<file path="config.mk">
export PLATFORM = sky130hd
export DESIGN_NAME = tep_timer_channel
export DESIGN_NICKNAME = d
export VERILOG_FILES = /design/src/tep_pkg.sv /design/src/tep_timer_channel.sv
export SDC_FILE = /design/constraint.sdc
export NUM_CORES = 1
export LEC_CHECK = 0
export BUFFER_PORTS_ARGS = -buffer_cell sky130_fd_sc_hd__buf_2
export CAP_MARGIN = 30
export CORE_UTILIZATION = 57
export DETAILED_ROUTE_END_ITERATION = 8
export HOLD_SLACK_MARGIN = 0.06
export PLACE_DENSITY = 0.79
export SKIP_CTS_REPAIR_TIMING = 1
export SYNTH_ARGS = -nofsm -noshare
export SYNTH_HDL_FRONTEND = slang
export SYNTH_SLANG_ARGS = --single-unit
</file>
<file path="constraint.sdc">
create_clock -name mclk -period 2.8 [get_ports mclk]
set_clock_uncertainty 0.2 [all_clocks]
set_input_delay 0.14 -clock mclk [delete_from_list [all_inputs] [get_ports mclk]]
set_output_delay 0.14 -clock mclk [all_outputs]
set_load 0.03 [all_outputs]
</file>
<file path="src/tep_pkg.sv">
// Package with register map, field layout and constants of the event and pulse timer channel
package tep_pkg;

  // ****************************************
  // Register byte addresses
  // ****************************************
  localparam logic [3:0] TEP_ADDR_TIMER_VALUE = 4'h0;
  localparam logic [3:0] TEP_ADDR_MODE = 4'h4;
  localparam logic [3:0] TEP_ADDR_START = 4'h8;
  localparam logic [3:0] TEP_ADDR_PRESCALER = 4'hC;

  // ****************************************
  // Field layout and encodings
  // ****************************************
  typedef enum logic [1:0] {
    TEP_MODE_IDLE,
    TEP_MODE_EVENT,
    TEP_MODE_PERIOD,
    TEP_MODE_WIDTH
  } tep_mode_e;

  typedef enum logic [1:0] {
    TEP_CLK_UNDIVIDED,
    TEP_CLK_DIV8,
    TEP_CLK_SUBCLOCK_DIV32,
    TEP_CLK_PRESCALED
  } tep_clk_e;

  localparam logic [1:0] TEP_EDGE_FALLING = 2'h0;
  localparam logic [1:0] TEP_EDGE_RISING = 2'h1;
  localparam logic [1:0] TEP_EDGE_BOTH = 2'h2;

  // Mode register: [7:6] clock, [5] overflow flag, [4] source, [3:2] edge, [1:0] mode
  typedef struct packed {
    tep_clk_e clk_sel;
    logic overflow_flag;
    logic src_neighbour;
    logic [1:0] edge_sel;
    tep_mode_e mode;
  } tep_mode_s;

  localparam int TEP_MODE_OVF_BIT = 5;
  localparam tep_mode_s TEP_MODE_RESET = '{TEP_CLK_UNDIVIDED, 1'b0, 1'b0, TEP_EDGE_FALLING,
                                           TEP_MODE_IDLE};
  localparam logic [15:0] TEP_COUNT_RESET = 16'h0000;
  localparam logic [15:0] TEP_COUNT_MAX = 16'hFFFF;
  localparam logic [3:0] TEP_PRESCALE_RESET = 4'h0;
  localparam logic [2:0] TEP_DIV8_LAST = 3'h7;

endpackage

</file>
<file path="src/tep_timer_channel.sv">
// Event counting and pulse period/width measuring timer channel with Avalon-MM slave
`timescale 1ns/1ps
module tep_timer_channel (
  input wire logic mclk,
  input wire logic rst,
  input wire logic [3:0] avs_address,
  input wire logic avs_read,
  input wire logic avs_write,
  input wire logic [31:0] avs_writedata,
  output logic [31:0] avs_readdata,
  output logic avs_waitrequest,
  input wire logic pulse_input_pin,
  input wire logic neighbour_channel,
  input wire logic subclock_div32,
  output logic irq_req,
  output logic underflow_out
);

  // ****************************************
  // Helpers
  // ****************************************
  function automatic logic edge_hit(input logic prev, input logic cur, input logic [1:0] sel);
    if (sel == tep_pkg::TEP_EDGE_RISING) begin
      edge_hit = !prev && cur;
    end else if (sel == tep_pkg::TEP_EDGE_BOTH) begin
      edge_hit = prev != cur;
    end else begin
      edge_hit = prev && !cur;
    end
  endfunction

  // ****************************************
  // Avalon-MM slave handshake
  // ****************************************
  logic ack_r;
  logic ack_nxt;
  logic [31:0] rdata_r;
  logic [31:0] rdata_nxt;
  logic wr_fire;
  logic [15:0] wdata16;

  tep_pkg::tep_mode_s mode_r;
  tep_pkg::tep_mode_s mode_nxt;
  logic start_r;
  logic start_nxt;
  logic [3:0] psc_r;
  logic [3:0] psc_nxt;
  logic [15:0] cnt_r;
  logic [15:0] cnt_nxt;
  logic [15:0] reload_r;
  logic [15:0] reload_nxt;
  logic seen_r;
  logic seen_nxt;
  logic pin_prev_r;
  logic irq_r;
  logic irq_nxt;
  logic uf_r;
  logic uf_nxt;

  // One wait cycle per access; read data is formed in the wait cycle so it is a flop
  assign avs_waitrequest = (avs_read || avs_write) && !ack_r;
  assign wr_fire = avs_write && ack_r;
  assign wdata16 = avs_writedata[15:0];
  assign avs_readdata = rdata_r;

  always_comb begin
    ack_nxt = (avs_read || avs_write) && !ack_r;
    rdata_nxt = rdata_r;
    if (avs_read && !ack_r) begin
      if (avs_address == tep_pkg::TEP_ADDR_TIMER_VALUE) begin
        if (mode_r.mode == tep_pkg::TEP_MODE_EVENT) begin
          rdata_nxt = {16'h0000, cnt_r};
        end else begin
          rdata_nxt = {16'h0000, reload_r};
        end
      end else if (avs_address == tep_pkg::TEP_ADDR_MODE) begin
        rdata_nxt = {24'h000000, mode_r};
      end else if (avs_address == tep_pkg::TEP_ADDR_START) begin
        rdata_nxt = {31'h00000000, start_r};
      end else if (avs_address == tep_pkg::TEP_ADDR_PRESCALER) begin
        rdata_nxt = {28'h0000000, psc_r};
      end else begin
        rdata_nxt = 32'h00000000;
      end
    end
  end

  always_ff @(posedge mclk) begin
    if (rst) begin
      ack_r <= 1'b0;
      rdata_r <= 32'h00000000;
    end else begin
      ack_r <= ack_nxt;
      rdata_r <= rdata_nxt;
    end
  end

  // ****************************************
  // Count clock dividers
  // ****************************************
  logic [2:0] div8_r;
  logic [2:0] div8_nxt;
  logic [4:0] pdiv_r;
  logic [4:0] pdiv_nxt;
  logic tick_div8;
  logic tick_psc;
  logic tick;

  assign tick_div8 = (div8_r == tep_pkg::TEP_DIV8_LAST);
  // Prescaler runs free, so the first prescaled tick after start may come early
  assign tick_psc = (psc_r == 4'h0) || (pdiv_r == 5'({psc_r, 1'b0} - 5'h01));

  always_comb begin
    div8_nxt = 3'(div8_r + 3'h1);
    pdiv_nxt = tick_psc ? 5'h00 : 5'(pdiv_r + 5'h01);
    case (mode_r.clk_sel)
      tep_pkg::TEP_CLK_UNDIVIDED: tick = 1'b1;
      tep_pkg::TEP_CLK_DIV8: tick = tick_div8;
      tep_pkg::TEP_CLK_SUBCLOCK_DIV32: tick = subclock_div32;
      default: tick = tick_psc;
    endcase
  end

  always_ff @(posedge mclk) begin
    if (rst) begin
      div8_r <= 3'h0;
      pdiv_r <= 5'h00;
    end else begin
      div8_r <= div8_nxt;
      pdiv_r <= pdiv_nxt;
    end
  end

  // ****************************************
  // Counter core
  // ****************************************
  logic ev_hit;
  logic cap_hit;
  logic measuring;

  assign measuring = (mode_r.mode == tep_pkg::TEP_MODE_PERIOD) ||
                     (mode_r.mode == tep_pkg::TEP_MODE_WIDTH);
  assign ev_hit = mode_r.src_neighbour ? neighbour_channel :
                  edge_hit(pin_prev_r, pulse_input_pin, mode_r.edge_sel);
  assign cap_hit = (mode_r.mode == tep_pkg::TEP_MODE_WIDTH) ?
                   edge_hit(pin_prev_r, pulse_input_pin, tep_pkg::TEP_EDGE_BOTH) :
                   edge_hit(pin_prev_r, pulse_input_pin, {1'b0, mode_r.edge_sel[0]});

  always_comb begin
    mode_nxt = mode_r;
    start_nxt = start_r;
    psc_nxt = psc_r;
    cnt_nxt = cnt_r;
    reload_nxt = reload_r;
    seen_nxt = seen_r;
    irq_nxt = 1'b0;
    uf_nxt = 1'b0;
    // Software writes first, so a hardware set in the same cycle wins
    if (wr_fire) begin
      if (avs_address == tep_pkg::TEP_ADDR_MODE) begin
        mode_nxt = tep_pkg::tep_mode_s'(avs_writedata[7:0]);
        mode_nxt.overflow_flag = mode_r.overflow_flag && avs_writedata[tep_pkg::TEP_MODE_OVF_BIT];
      end else if (avs_address == tep_pkg::TEP_ADDR_START) begin
        start_nxt = avs_writedata[0];
        if (avs_writedata[0] && !start_r) begin
          seen_nxt = 1'b0;
        end
      end else if (avs_address == tep_pkg::TEP_ADDR_PRESCALER) begin
        psc_nxt = avs_writedata[3:0];
      end else if (avs_address == tep_pkg::TEP_ADDR_TIMER_VALUE) begin
        if (mode_r.mode == tep_pkg::TEP_MODE_EVENT) begin
          reload_nxt = wdata16;
          if (!start_r) begin
            cnt_nxt = wdata16;
          end
        end
        // Measuring modes drop the write
      end
    end
    if (start_r) begin
      if (mode_r.mode == tep_pkg::TEP_MODE_EVENT) begin
        if (ev_hit) begin
          if (cnt_r == tep_pkg::TEP_COUNT_RESET) begin
            cnt_nxt = reload_nxt;
            irq_nxt = 1'b1;
            uf_nxt = 1'b1;
          end else begin
            cnt_nxt = 16'(cnt_r - 16'h0001);
          end
        end
      end else if (measuring) begin
        if (cap_hit) begin
          reload_nxt = cnt_r;
          cnt_nxt = tep_pkg::TEP_COUNT_RESET;
          irq_nxt = seen_r;
          seen_nxt = 1'b1;
        end else if (tick) begin
          if (cnt_r == tep_pkg::TEP_COUNT_MAX) begin
            cnt_nxt = tep_pkg::TEP_COUNT_RESET;
            mode_nxt.overflow_flag = 1'b1;
            irq_nxt = 1'b1;
          end else begin
            cnt_nxt = 16'(cnt_r + 16'h0001);
          end
        end
      end
    end
  end

  always_ff @(posedge mclk) begin
    if (rst) begin
      mode_r <= tep_pkg::TEP_MODE_RESET;
      start_r <= 1'b0;
      psc_r <= tep_pkg::TEP_PRESCALE_RESET;
      cnt_r <= tep_pkg::TEP_COUNT_RESET;
      reload_r <= tep_pkg::TEP_COUNT_RESET;
      seen_r <= 1'b0;
      pin_prev_r <= 1'b0;
      irq_r <= 1'b0;
      uf_r <= 1'b0;
    end else begin
      mode_r <= mode_nxt;
      start_r <= start_nxt;
      psc_r <= psc_nxt;
      cnt_r <= cnt_nxt;
      reload_r <= reload_nxt;
      seen_r <= seen_nxt;
      pin_prev_r <= pulse_input_pin;
      irq_r <= irq_nxt;
      uf_r <= uf_nxt;
    end
  end

  assign irq_req = irq_r;
  assign underflow_out = uf_r;

  // ****************************************
  // Assertions
  // ****************************************
  logic ev_run;
  logic tv_wr;

  assign ev_run = start_r && (mode_r.mode == tep_pkg::TEP_MODE_EVENT);
  assign tv_wr = wr_fire && (avs_address == tep_pkg::TEP_ADDR_TIMER_VALUE);

  property p_event_dec;
    @(posedge mclk) disable iff (rst)
      ev_run && ev_hit && (cnt_r != 16'h0000) && !tv_wr |=> cnt_r == 16'($past(cnt_r) - 16'h0001);
  endproperty
  a_event_dec: assert property (p_event_dec) else $error("event count did not decrement");

  property p_underflow_reload;
    @(posedge mclk) disable iff (rst)
      uf_r |-> (cnt_r == reload_r) && irq_r && ($past(cnt_r) == 16'h0000);
  endproperty
  a_underflow_reload: assert property (p_underflow_reload) else $error("bad reload");

  property p_underflow_irq;
    @(posedge mclk) disable iff (rst)
      ev_run && ev_hit && (cnt_r == 16'h0000) |=> irq_r && uf_r;
  endproperty
  a_underflow_irq: assert property (p_underflow_irq) else $error("underflow without irq");

  property p_stopped_hold;
    @(posedge mclk) disable iff (rst)
      !start_r && !wr_fire |=> $stable(cnt_r) && !irq_r;
  endproperty
  a_stopped_hold: assert property (p_stopped_hold) else $error("stopped channel moved");

  property p_stopped_write;
    @(posedge mclk) disable iff (rst)
      tv_wr && !start_r && (mode_r.mode == tep_pkg::TEP_MODE_EVENT)
      |=> (cnt_r == $past(wdata16)) && (reload_r == $past(wdata16));
  endproperty
  a_stopped_write: assert property (p_stopped_write) else $error("stopped write lost");

  property p_running_write;
    @(posedge mclk) disable iff (rst)
      tv_wr && ev_run && !ev_hit |=> (reload_r == $past(wdata16)) && $stable(cnt_r);
  endproperty
  a_running_write: assert property (p_running_write) else $error("running write wrong");

  property p_capture;
    @(posedge mclk) disable iff (rst)
      start_r && measuring && cap_hit |=> (cnt_r == 16'h0000) && (reload_r == $past(cnt_r));
  endproperty
  a_capture: assert property (p_capture) else $error("capture failed");

  property p_first_edge;
    @(posedge mclk) disable iff (rst)
      start_r && measuring && cap_hit |=> irq_r == $past(seen_r);
  endproperty
  a_first_edge: assert property (p_first_edge) else $error("first edge irq wrong");

  property p_overflow;
    @(posedge mclk) disable iff (rst)
      start_r && measuring && !cap_hit && tick && (cnt_r == 16'hFFFF)
      |=> mode_r.overflow_flag && irq_r && (cnt_r == 16'h0000);
  endproperty
  a_overflow: assert property (p_overflow) else $error("overflow not flagged");

  property p_measure_nowrite;
    @(posedge mclk) disable iff (rst)
      tv_wr && measuring && !(start_r && cap_hit) |=> $stable(reload_r);
  endproperty
  a_measure_nowrite: assert property (p_measure_nowrite) else $error("measure write taken");

  property p_read_value;
    @(posedge mclk) disable iff (rst)
      avs_read && !ack_r && (avs_address == tep_pkg::TEP_ADDR_TIMER_VALUE)
      |=> avs_readdata[15:0] ==
          $past((mode_r.mode == tep_pkg::TEP_MODE_EVENT) ? cnt_r : reload_r);
  endproperty
  a_read_value: assert property (p_read_value) else $error("timer read wrong");

  c_underflow: cover property (@(posedge mclk) disable iff (rst) uf_r);
  c_capture_irq: cover property (@(posedge mclk) disable iff (rst) measuring && irq_r);
  c_overflow: cover property (@(posedge mclk) disable iff (rst) $rose(mode_r.overflow_flag));

endmodule

</file>
* Word level (Yosys, flattened, before mapping)
Index checks and enable logic that the tools add are counted.
** Storage, ports and cells
- Bits in registers :: 90
- Input bits :: 43
- Output and inout port bits :: 35
- Logic and storage cells :: 123
** Cells by class
- Add/subtract/negate cells :: 5
- Equality and inequality tests :: 14
- Muxes and demuxes :: 59
- Bitwise operators :: 4
- Reduce and logical (&&, ||, !) cells :: 24
** Operator list (number)
- two-way mux 16 bit :: 26
- two-way mux 32 bit :: 1
- two-way mux 1 bit :: 26
- adder 16 x 1 -> 16 bit, second input constant :: 1
- == test 16 bit, second input constant :: 1
- zero test 16 bit :: 1
- subtractor 16 x 1 -> 16 bit, second input constant :: 1
- two-way mux 6 bit :: 2
- == test 2 bit, second input constant :: 4
- == test 4 bit, second input constant :: 2
- zero test 4 bit :: 2
- two-way mux 4 bit :: 2
- two-way mux 8 bit :: 1
- logical AND 1 bit :: 7
- == test 2 x 1 -> 1 bit, second input constant :: 3
- adder 5 x 1 -> 5 bit, second input constant :: 1
- == test 5 bit :: 1
- subtractor 5 x 1 -> 5 bit, second input constant :: 1
- == test 4 x 3 -> 1 bit, second input constant :: 1
- zero test 1 bit :: 4
- NOT 1 bit :: 4
- AND reduction 4 bit :: 1
- OR reduction 2 bit :: 2
- adder 3 x 1 -> 3 bit, second input constant :: 1
- 8 further kinds :: 10

* Logic depth before layout (Yosys ltp)
Gate-level depths: netlist of the first run.
- Depth in word-level cells :: 12
- Gate-level depth with buffers :: 11
- Depth with buffers taken out :: 8

* Worst setup path after synthesis of the first run
No wires, ideal clock.
- Kind :: register to register
- From :: register cnt_r[0]
- To :: register cnt_r[13]
- Setup time :: 139 ps
- Data arrival time :: 2224 ps
- Required time :: 2461 ps
- Slack :: 237 ps
- Cell stages (with the launch flop) :: 11
- Path buffers :: 2
- Period minus slack after synthesis :: 2563 ps
- Cell sequence :: dfxtp_1 clkbuf_1 inv_1 ha_1 or3b_2 nor4_2 and2_1 buf_4 a21oi_1 a221oi_1 a2111oi_2
** On the way
- Longest elaborated chain between the ends :: 7
- Elaborated cells on any way between the ends :: 12
- Those cells by class :: add/sub (2); eq/ne (1); mux (8); reduce/logical (1)
** Ends and longest elaborated chain
- from (decl) :: RTL line tep_timer_channel.sv:48 : logic [15:0] cnt_r;
- from (signal assigned) :: RTL line tep_timer_channel.sv:215 : cnt_r <= tep_pkg::TEP_COUNT_RESET;
- from (signal assigned) :: RTL line tep_timer_channel.sv:225 : cnt_r <= cnt_nxt;
- adder 16 x 1 -> 16 bit or == test 16 bit (tied branches) :: RTL line tep_timer_channel.sv:203, tep_timer_channel.sv:198
- two-way mux 16 bit :: RTL line tep_timer_channel.sv:198 : if (cnt_r == tep_pkg::TEP_COUNT_MAX) begin
- two-way mux 16 bit :: RTL line tep_timer_channel.sv:197 : end else if (tick) begin
- two-way mux 16 bit :: RTL line tep_timer_channel.sv:192 : if (cap_hit) begin
- two-way mux 16 bit :: RTL line tep_timer_channel.sv:191 : end else if (measuring) begin
- two-way mux 16 bit * :: RTL line tep_timer_channel.sv:181 : if (mode_r.mode == tep_pkg::TEP_MODE_EVENT) begin
- two-way mux 16 bit * :: RTL line tep_timer_channel.sv:180 : if (start_r) begin
Every way passes the cells marked *; elsewhere a longest branch is shown, timed or not.
A chain may end at the register's enable or synchronous reset.

* Worst setup path in the final report of the first run
- From :: register pin_prev_r
- To :: register cnt_r[7]
** On the way
- Longest elaborated chain between the ends :: 8
- Elaborated cells on any way between the ends :: 14
- Those cells by class :: eq/ne (1); mux (10); reduce/logical (3)
** Ends and longest elaborated chain
- from (decl) :: RTL line tep_timer_channel.sv:54 : logic pin_prev_r;
- from (signal assigned) :: RTL line tep_timer_channel.sv:228 : pin_prev_r <= pulse_input_pin;
- zero test 1 bit :: RTL line tep_timer_channel.sv:24 : edge_hit = !prev && cur;
- logical AND 1 bit :: RTL line tep_timer_channel.sv:24
- two-way mux 1 bit :: RTL line tep_timer_channel.sv:23 : if (sel == tep_pkg::TEP_EDGE_RISING) begin
- two-way mux 1 bit :: RTL line tep_timer_channel.sv:145 : assign cap_hit = (mode_r.mode == tep_pkg::TEP_MODE_WIDTH) ?
- two-way mux 16 bit :: RTL line tep_timer_channel.sv:192
- two-way mux 16 bit :: RTL line tep_timer_channel.sv:191
- two-way mux 16 bit * :: RTL line tep_timer_channel.sv:181
- two-way mux 16 bit * :: RTL line tep_timer_channel.sv:180
Marks and branches as above.

==> flow_summary.json, run 1 <==
{
  "synth_ff_type": "dfxtp_1",
  "p_comb_share_pct": 8.5,
  "start_util_pct": 60.39,
  "route.detailed.drc": 0,
  "syn_avg_cell_area_sq_um": 7.992,
  "yosysSeqAreaShare_pct": 31.10,
  "end_kind": "flop",
  "fill_cells": 642,
  "p_sw_share_pct": 24.01,
  "ios": 78,
  "powerDensity_nw_per_um2": 408.2,
  "internal_power_mw": 1.714,
  "final_cell_mix": "74 x dfxtp_1, 70 x nor2_1, 59 x nand2_1",
  "routed.top_layer": "met4",
  "tightest_slew_ns": 0.9580,
  "cp-start-kind": "flop",
  "drt_iter0_markers": 355,
  "whs_ns": 0.03451,
  "worst-path-max-fanout": 8,
  "finalSetupViolations": 0,
  "grt_first_pass_wirelength_um": 21960,
  "route.met2.wl_um": 6680,
  "ys_top_cells_by_area": "dfxtp_1 31%, mux2i_1 8.2%, nor2_1 5.5%",
  "io_buffer_count": 45,
  "synth_edf_count": 0,
  "path_cells": "ha_1, nor2b_1, o21ai_0, nand4_1, nor3_1, o211ai_1, o311ai_1",
  "nets": 712,
  "grt_overflow": 0,
  "grt_start_max_net_pins": 36,
  "yosys_warnings": 0,
  "drive_above_1_share_pct": 18.70,
  "cp_slowest_stage_delay_ns": 0.77,
  "drt_pass1_iterations": 5,
  "report.final.slew_viol_count": 0,
  "fin_util_pct": 70.07,
  "die_area_sq_um": 8726,
  "crit_type": "reg -> reg",
  "final_common_cell": "dfxtp_1",
  "cts_sinks": 74,
  "leakagePower_nw": 2.160,
  "grt_util_all_layers_pct": 32.40,
  "dr_total_vias": 4715,
  "tns_ns": 0,
  "die_y_um": 93.42,
  "n_antenna_cell": 0,
  "wl_met3_um": 865,
  "cap_violations": 0,
  "maxSlewHeadroom_pct": 35.64,
  "synth_top_area_cell": "dfxtp_1",
  "syn-cell-area_sq_um": 4763,
  "wl_met1_um": 5668,
  "preCtsSetupSlack_ns": 0.04990,
  "cts.clk_slew.worst_paths_ns": 0.08,
  "htree_levels": 3,
  "synth_top_cell_area_share_pct": 31.10,
  "timing.final.crit_share_pct": 95.46,
  "finalWeightedCongestion": 0.9491,
  "power_switching_uw": 541.6,
  "die_w_um": 93.42,
  "status": "complete, no violations",
  "dp_hpwl_um": 10110,
  "synth_cell_types": 57,
  "setup_ws_ns": 0.1272,
  "cts_buffers": 9,
  "wl_per_cell_um": 18.06,
  "core_area_sq_um": 7888,
  "fin_crit_ns": 2.673,
  "max_clock_freq_mhz": 374.1,
  "synth_seq_cells": 74,
  "rsz0062_at_grt": "no",
  "cts_tree": "done",
  "vias_per_cell": 6.163,
  "crit_required_ns": 2.82,
  "grt_pass1_vias": 4539,
  "num_rows": 32,
  "netlist_instances": 596,
  "clkPwrFrac_pct": 43.9,
  "hold_depth": 3,
  "ir_worst_vdd_mv": 0.2964,
  "area_delta_synth_final_pct": 16.02,
  "hold_violations": 0,
  "reg2regPathDepth": 7,
  "drt_wl_total_um": 13820,
  "cp.arrival_ns": 2.70,
  "seq_power_share_pct": 47.6,
  "clk_path_buf_depth": 2,
  "clkLatencyLatePin_ns": 0.35,
  "antenna_found_initial": 0,
  "critPathSlowestCell": "nor3_1",
  "postRouteAntennaNets": 0,
  "min_path_type": "in -> reg",
  "clockRootBuffer": "clkbuf_8",
  "synth-async-reset-ratio_pct": 0
}
## cells by family after synthesis
| logic type | Yosys count | share of synthesized area (%) |
|---|---|---|
| adders and majority gates | 10 | 2.627 |
| buffers and inverters | 73 | 7.801 |
| DFF | 74 | 31.10 |
| other | 1 | 0.07873 |
| AOI/OAI and AO/OA | 127 | 17.78 |
| muxes | 55 | 12.06 |
| and+or+nand+nor | 225 | 22.85 |
| xor gates and xnor gates | 31 | 5.700 |
## power by group through the flow
stage	combinational [mW]	sequential [mW]	clock, mW
2_1_floorplan	0.117	1.11	0
3_3_place_gp	0.170	1.10	0
3_5_place_dp	0.173	1.10	0
4_1_cts	0.174	1.07	1.00
5_1_grt	0.206	1.08	1.04
6_report	0.192	1.07	0.989
## final timing paths
kind	start	to	slack, ns
worst max-delay path	pin_prev_r	cnt_r[7]	0.13
worst min-delay path	avs_writedata[9]	cnt_r[9]	0.03
worst max register to register	pin_prev_r	cnt_r[7]	0.13
worst min register to register	div8_r[0]	div8_r[0]	0.24
## worst max-delay path, delay by kind of cell, from the launching register on
kind            cells  cell delay, ns
compound gates      3            0.61
simple gates        3            1.10
flops               1            0.32
fa+ha+maj           1            0.31
## stage by stage
stage                     area (sq um)  cells  power (mW)
final                             5527    765       2.256
after global routing              5527    765       2.325
after CTS                         5390    752       2.248
after detailed placement          5159    737       1.272
after global placement            5159    737       1.268
after floorplan                   4820    611       1.231
## synth_stat cells (3+ instances only)
library cell / number
dfxtp_1: 74
nor2_1: 70
nand2_1: 59
mux2i_1: 39
a21oi_1: 32
clkbuf_1: 28
a211oi_1: 23
o21ai_0: 21
xnor2_1: 19
buf_4: 18
nand3_1: 18
nor3_1: 18
mux2_2: 15
nor2b_1: 12
xor2_1: 12
inv_1: 11
o211ai_1: 11
ha_1: 10
a31oi_1: 8
and3_1: 8
nand4_1: 7
or3_1: 7
buf_1: 6
buf_2: 6
nand2b_1: 6
nor4_1: 5
a22oi_1: 4
a221oi_1: 3
a32oi_1: 3
buf_6: 3
o221ai_1: 3
o311ai_0: 3
or4_1: 3
## layer usage
layer | GRT usage, % | vias up
met3 | 6.016 | 56
met4 | 18.46 | 0
li1 | - | 2218
met1 | 38.97 | 2221
met2 | 53.98 | 220
met5 | 0 | -
## sequential cells by signal, summed over array words and instances (netlist names)
register and count:
start_r 1, underflow_out 1, div8_r 3, mode_r 8, ack_r 1, irq_req 1, psc_r 4, seen_r 1
reload_r 16, pdiv_r 5, cnt_r 16, pin_prev_r 1, avs_readdata 16
## layout make-up
cell class,instances,area (sq um),share of cell area [%]
multi-input cells,464,2973,53.79
flip-flops and latches,74,1481,26.81
repair buffers,98,668.1,12.09
clock buffers,10,127.6,2.309
well taps,102,127.6,2.309
clock inverters,5,103.9,1.879
inverters,12,45.04,0.8150
Power figures use the tool's default switching activity.
==> run 2, diff against run 1 <==
--- a/config.mk
+++ b/config.mk
@@ -7,10 +7,11 @@
 export LEC_CHECK = 0
 export BUFFER_PORTS_ARGS = -buffer_cell sky130_fd_sc_hd__buf_2
 export CAP_MARGIN = 30
+export CORE_ASPECT_RATIO = 0.8
 export CORE_UTILIZATION = 57
 export DETAILED_ROUTE_END_ITERATION = 8
 export HOLD_SLACK_MARGIN = 0.06
-export PLACE_DENSITY = 0.79
+export PLACE_DENSITY = 0.8
 export SKIP_CTS_REPAIR_TIMING = 1
 export SYNTH_ARGS = -nofsm -noshare
 export SYNTH_HDL_FRONTEND = slang
==> constraint.sdc (replaced) <==
create_clock -name mclk -period 2.8 [get_ports mclk]
set_clock_uncertainty 0.2 [all_clocks]
set_input_delay 0.14 -clock mclk [delete_from_list [all_inputs] [get_ports mclk]]
set_output_delay 0.14 -clock mclk [all_outputs]
set_load 0.05 [all_outputs]
==> run 2 against run 1 <==
  * Clock-buffer cell count rose by 1
  * Die area about the same
  * Flip-flop and latch count did not move
  * Largest cell class unchanged
  * Largest power group unchanged
==> flow_summary.json, run 2 (synthesized netlist as in run 1, its figures left out) <==
{
  "ir_worst_vdd_mv": 0.3124,
  "hold_violations": 0,
  "grt_overflow": 0,
  "grt_start_max_net_pins": 38,
  "num_rows": 29,
  "die_area_sq_um": 8729,
  "end_kind": "flop",
  "rsz0062_at_grt": "no",
  "routed.top_layer": "met4",
  "wl_met3_um": 1454,
  "status": "complete, no violations",
  "max_clock_freq_mhz": 378.0,
  "cts_buffers": 9,
  "min_path_type": "in -> reg",
  "wl_met1_um": 6259,
  "finalWeightedCongestion": 0.9617,
  "drt_wl_total_um": 14180,
  "powerDensity_nw_per_um2": 396.6,
  "whs_ns": 0.03747,
  "htree_levels": 3,
  "cp-start-kind": "flop",
  "final_cell_area_sq_um": 5543,
  "power_mw": 2.198,
  "reg2regPathDepth": 9,
  "finalSetupViolations": 0,
  "cts_sinks": 74,
  "maxSlewHeadroom_pct": 49.93,
  "grt_first_pass_wirelength_um": 22580,
  "route.met2.wl_um": 6283,
  "antenna_found_initial": 0,
  "preCtsSetupSlack_ns": 0.1730,
  "fin_crit_ns": 2.646,
  "clockRootBuffer": "clkbuf_8",
  "clk_path_buf_depth": 2,
  "dp_hpwl_um": 10360,
  "route.detailed.drc": 0,
  "tightest_slew_ns": 0.7510,
  "crit_required_ns": 2.88,
  "worst-path-max-fanout": 10,
  "leakagePower_nw": 2.164,
  "io_buffer_count": 45,
  "cts.clk_slew.worst_paths_ns": 0.09,
  "cap_violations": 0,
  "cp.arrival_ns": 2.73,
  "ios": 78,
  "crit_type": "reg -> reg",
  "drt_iter0_markers": 473,
  "core_area_sq_um": 8019,
  "cts_tree": "done",
  "grt_util_all_layers_pct": 32.82,
  "nets": 716,
  "postRouteAntennaNets": 0,
  "setup_ws_ns": 0.1542,
  "die_y_um": 83.77,
  "timing.final.crit_share_pct": 94.49,
  "dpl_cell_area_sq_um": 5174,
  "clkLatencyLatePin_ns": 0.36,
  "final_cell_mix": "74 x dfxtp_1, 70 x nor2_1, 59 x nand2_1",
  "drt_pass1_iterations": 5,
  "tns_ns": 0,
  "hold_depth": 3,
  "n_antenna_cell": 0,
  "report.final.slew_viol_count": 0,
  "wl_per_cell_um": 18.27,
  "grt_pass1_vias": 4367,
  "dr_total_vias": 4775,
  "area_delta_synth_final_pct": 16.36,
  "start_util_pct": 59.40,
  "vias_per_cell": 6.153,
  "final_common_cell": "dfxtp_1",
  "drive_above_1_share_pct": 18.86,
  "die_w_um": 104.2
}
run 2: cell count changes in the layout (fill, tap and decap cells not counted), sizes merged:
| cell | delta |
|---|---|
| buf | +1 |
| clkinv | -1 |
| clkbuf | +1 |
| clkinvlp | +2 |
| dlygate4sd3 | +3 |
| bufinv | -2 |
| inv | +1 |
run 2: per-layer routing:
metal | up-vias | global-route usage (%)
met5 | - | 0
met4 | 0 | 7.922
met3 | 24 | 5.855
met2 | 289 | 50.36
met1 | 2233 | 47.52
li1 | 2229 | -
run 2: area by class of cell:
class                           instances  area, sq um
Clock buffer                           11        141.4
Clock inverter                          5        62.56
Fill cell                             691         2476
Inverter                               12        45.04
Multi-Input combinational cell        464         2972
Sequential cell                        74         1481
Tap cell                              108        135.1
Timing Repair Buffer                  102        705.7
run 2: power breakdown:
| part | leakage, nW | switching (mW) | total, mW | internal [mW] |
|---|---|---|---|---|
| registers | 0.599 | 0.00940 | 1.08 | 1.07 |
| logic | 1.47 | 0.166 | 0.231 | 0.0649 |
| clock network | 0.0962 | 0.451 | 0.892 | 0.441 |
run 2: worst paths after layout:
kind                                       start     endpoint  slack (ns)
worst min register to register         div8_r[0]    div8_r[0]        0.26
worst max-delay path                    psc_r[1]     cnt_r[1]        0.15
worst max register to register          psc_r[1]     cnt_r[1]        0.15
worst min-delay path            avs_writedata[8]  reload_r[8]        0.04
run 2: stage by stage:
stage                     instances  utilization [%]
after detailed placement        744            64.52
final                           776            69.12
after global placement          744            64.52
after global routing            776            69.12
after CTS                       760            67.06
after floorplan                 611                -
run 2: critical path, cell delays in order, from the launching register on:
cell and delay [ns]:
dfxtp_1 0.39, inv_1 0.08, ha_1 0.28, xor2_1 0.15, and3_1 0.18, a31oi_1 0.48
o21ai_1 0.15, buf_4 0.21, mux2_2 0.27, o221ai_1 0.18
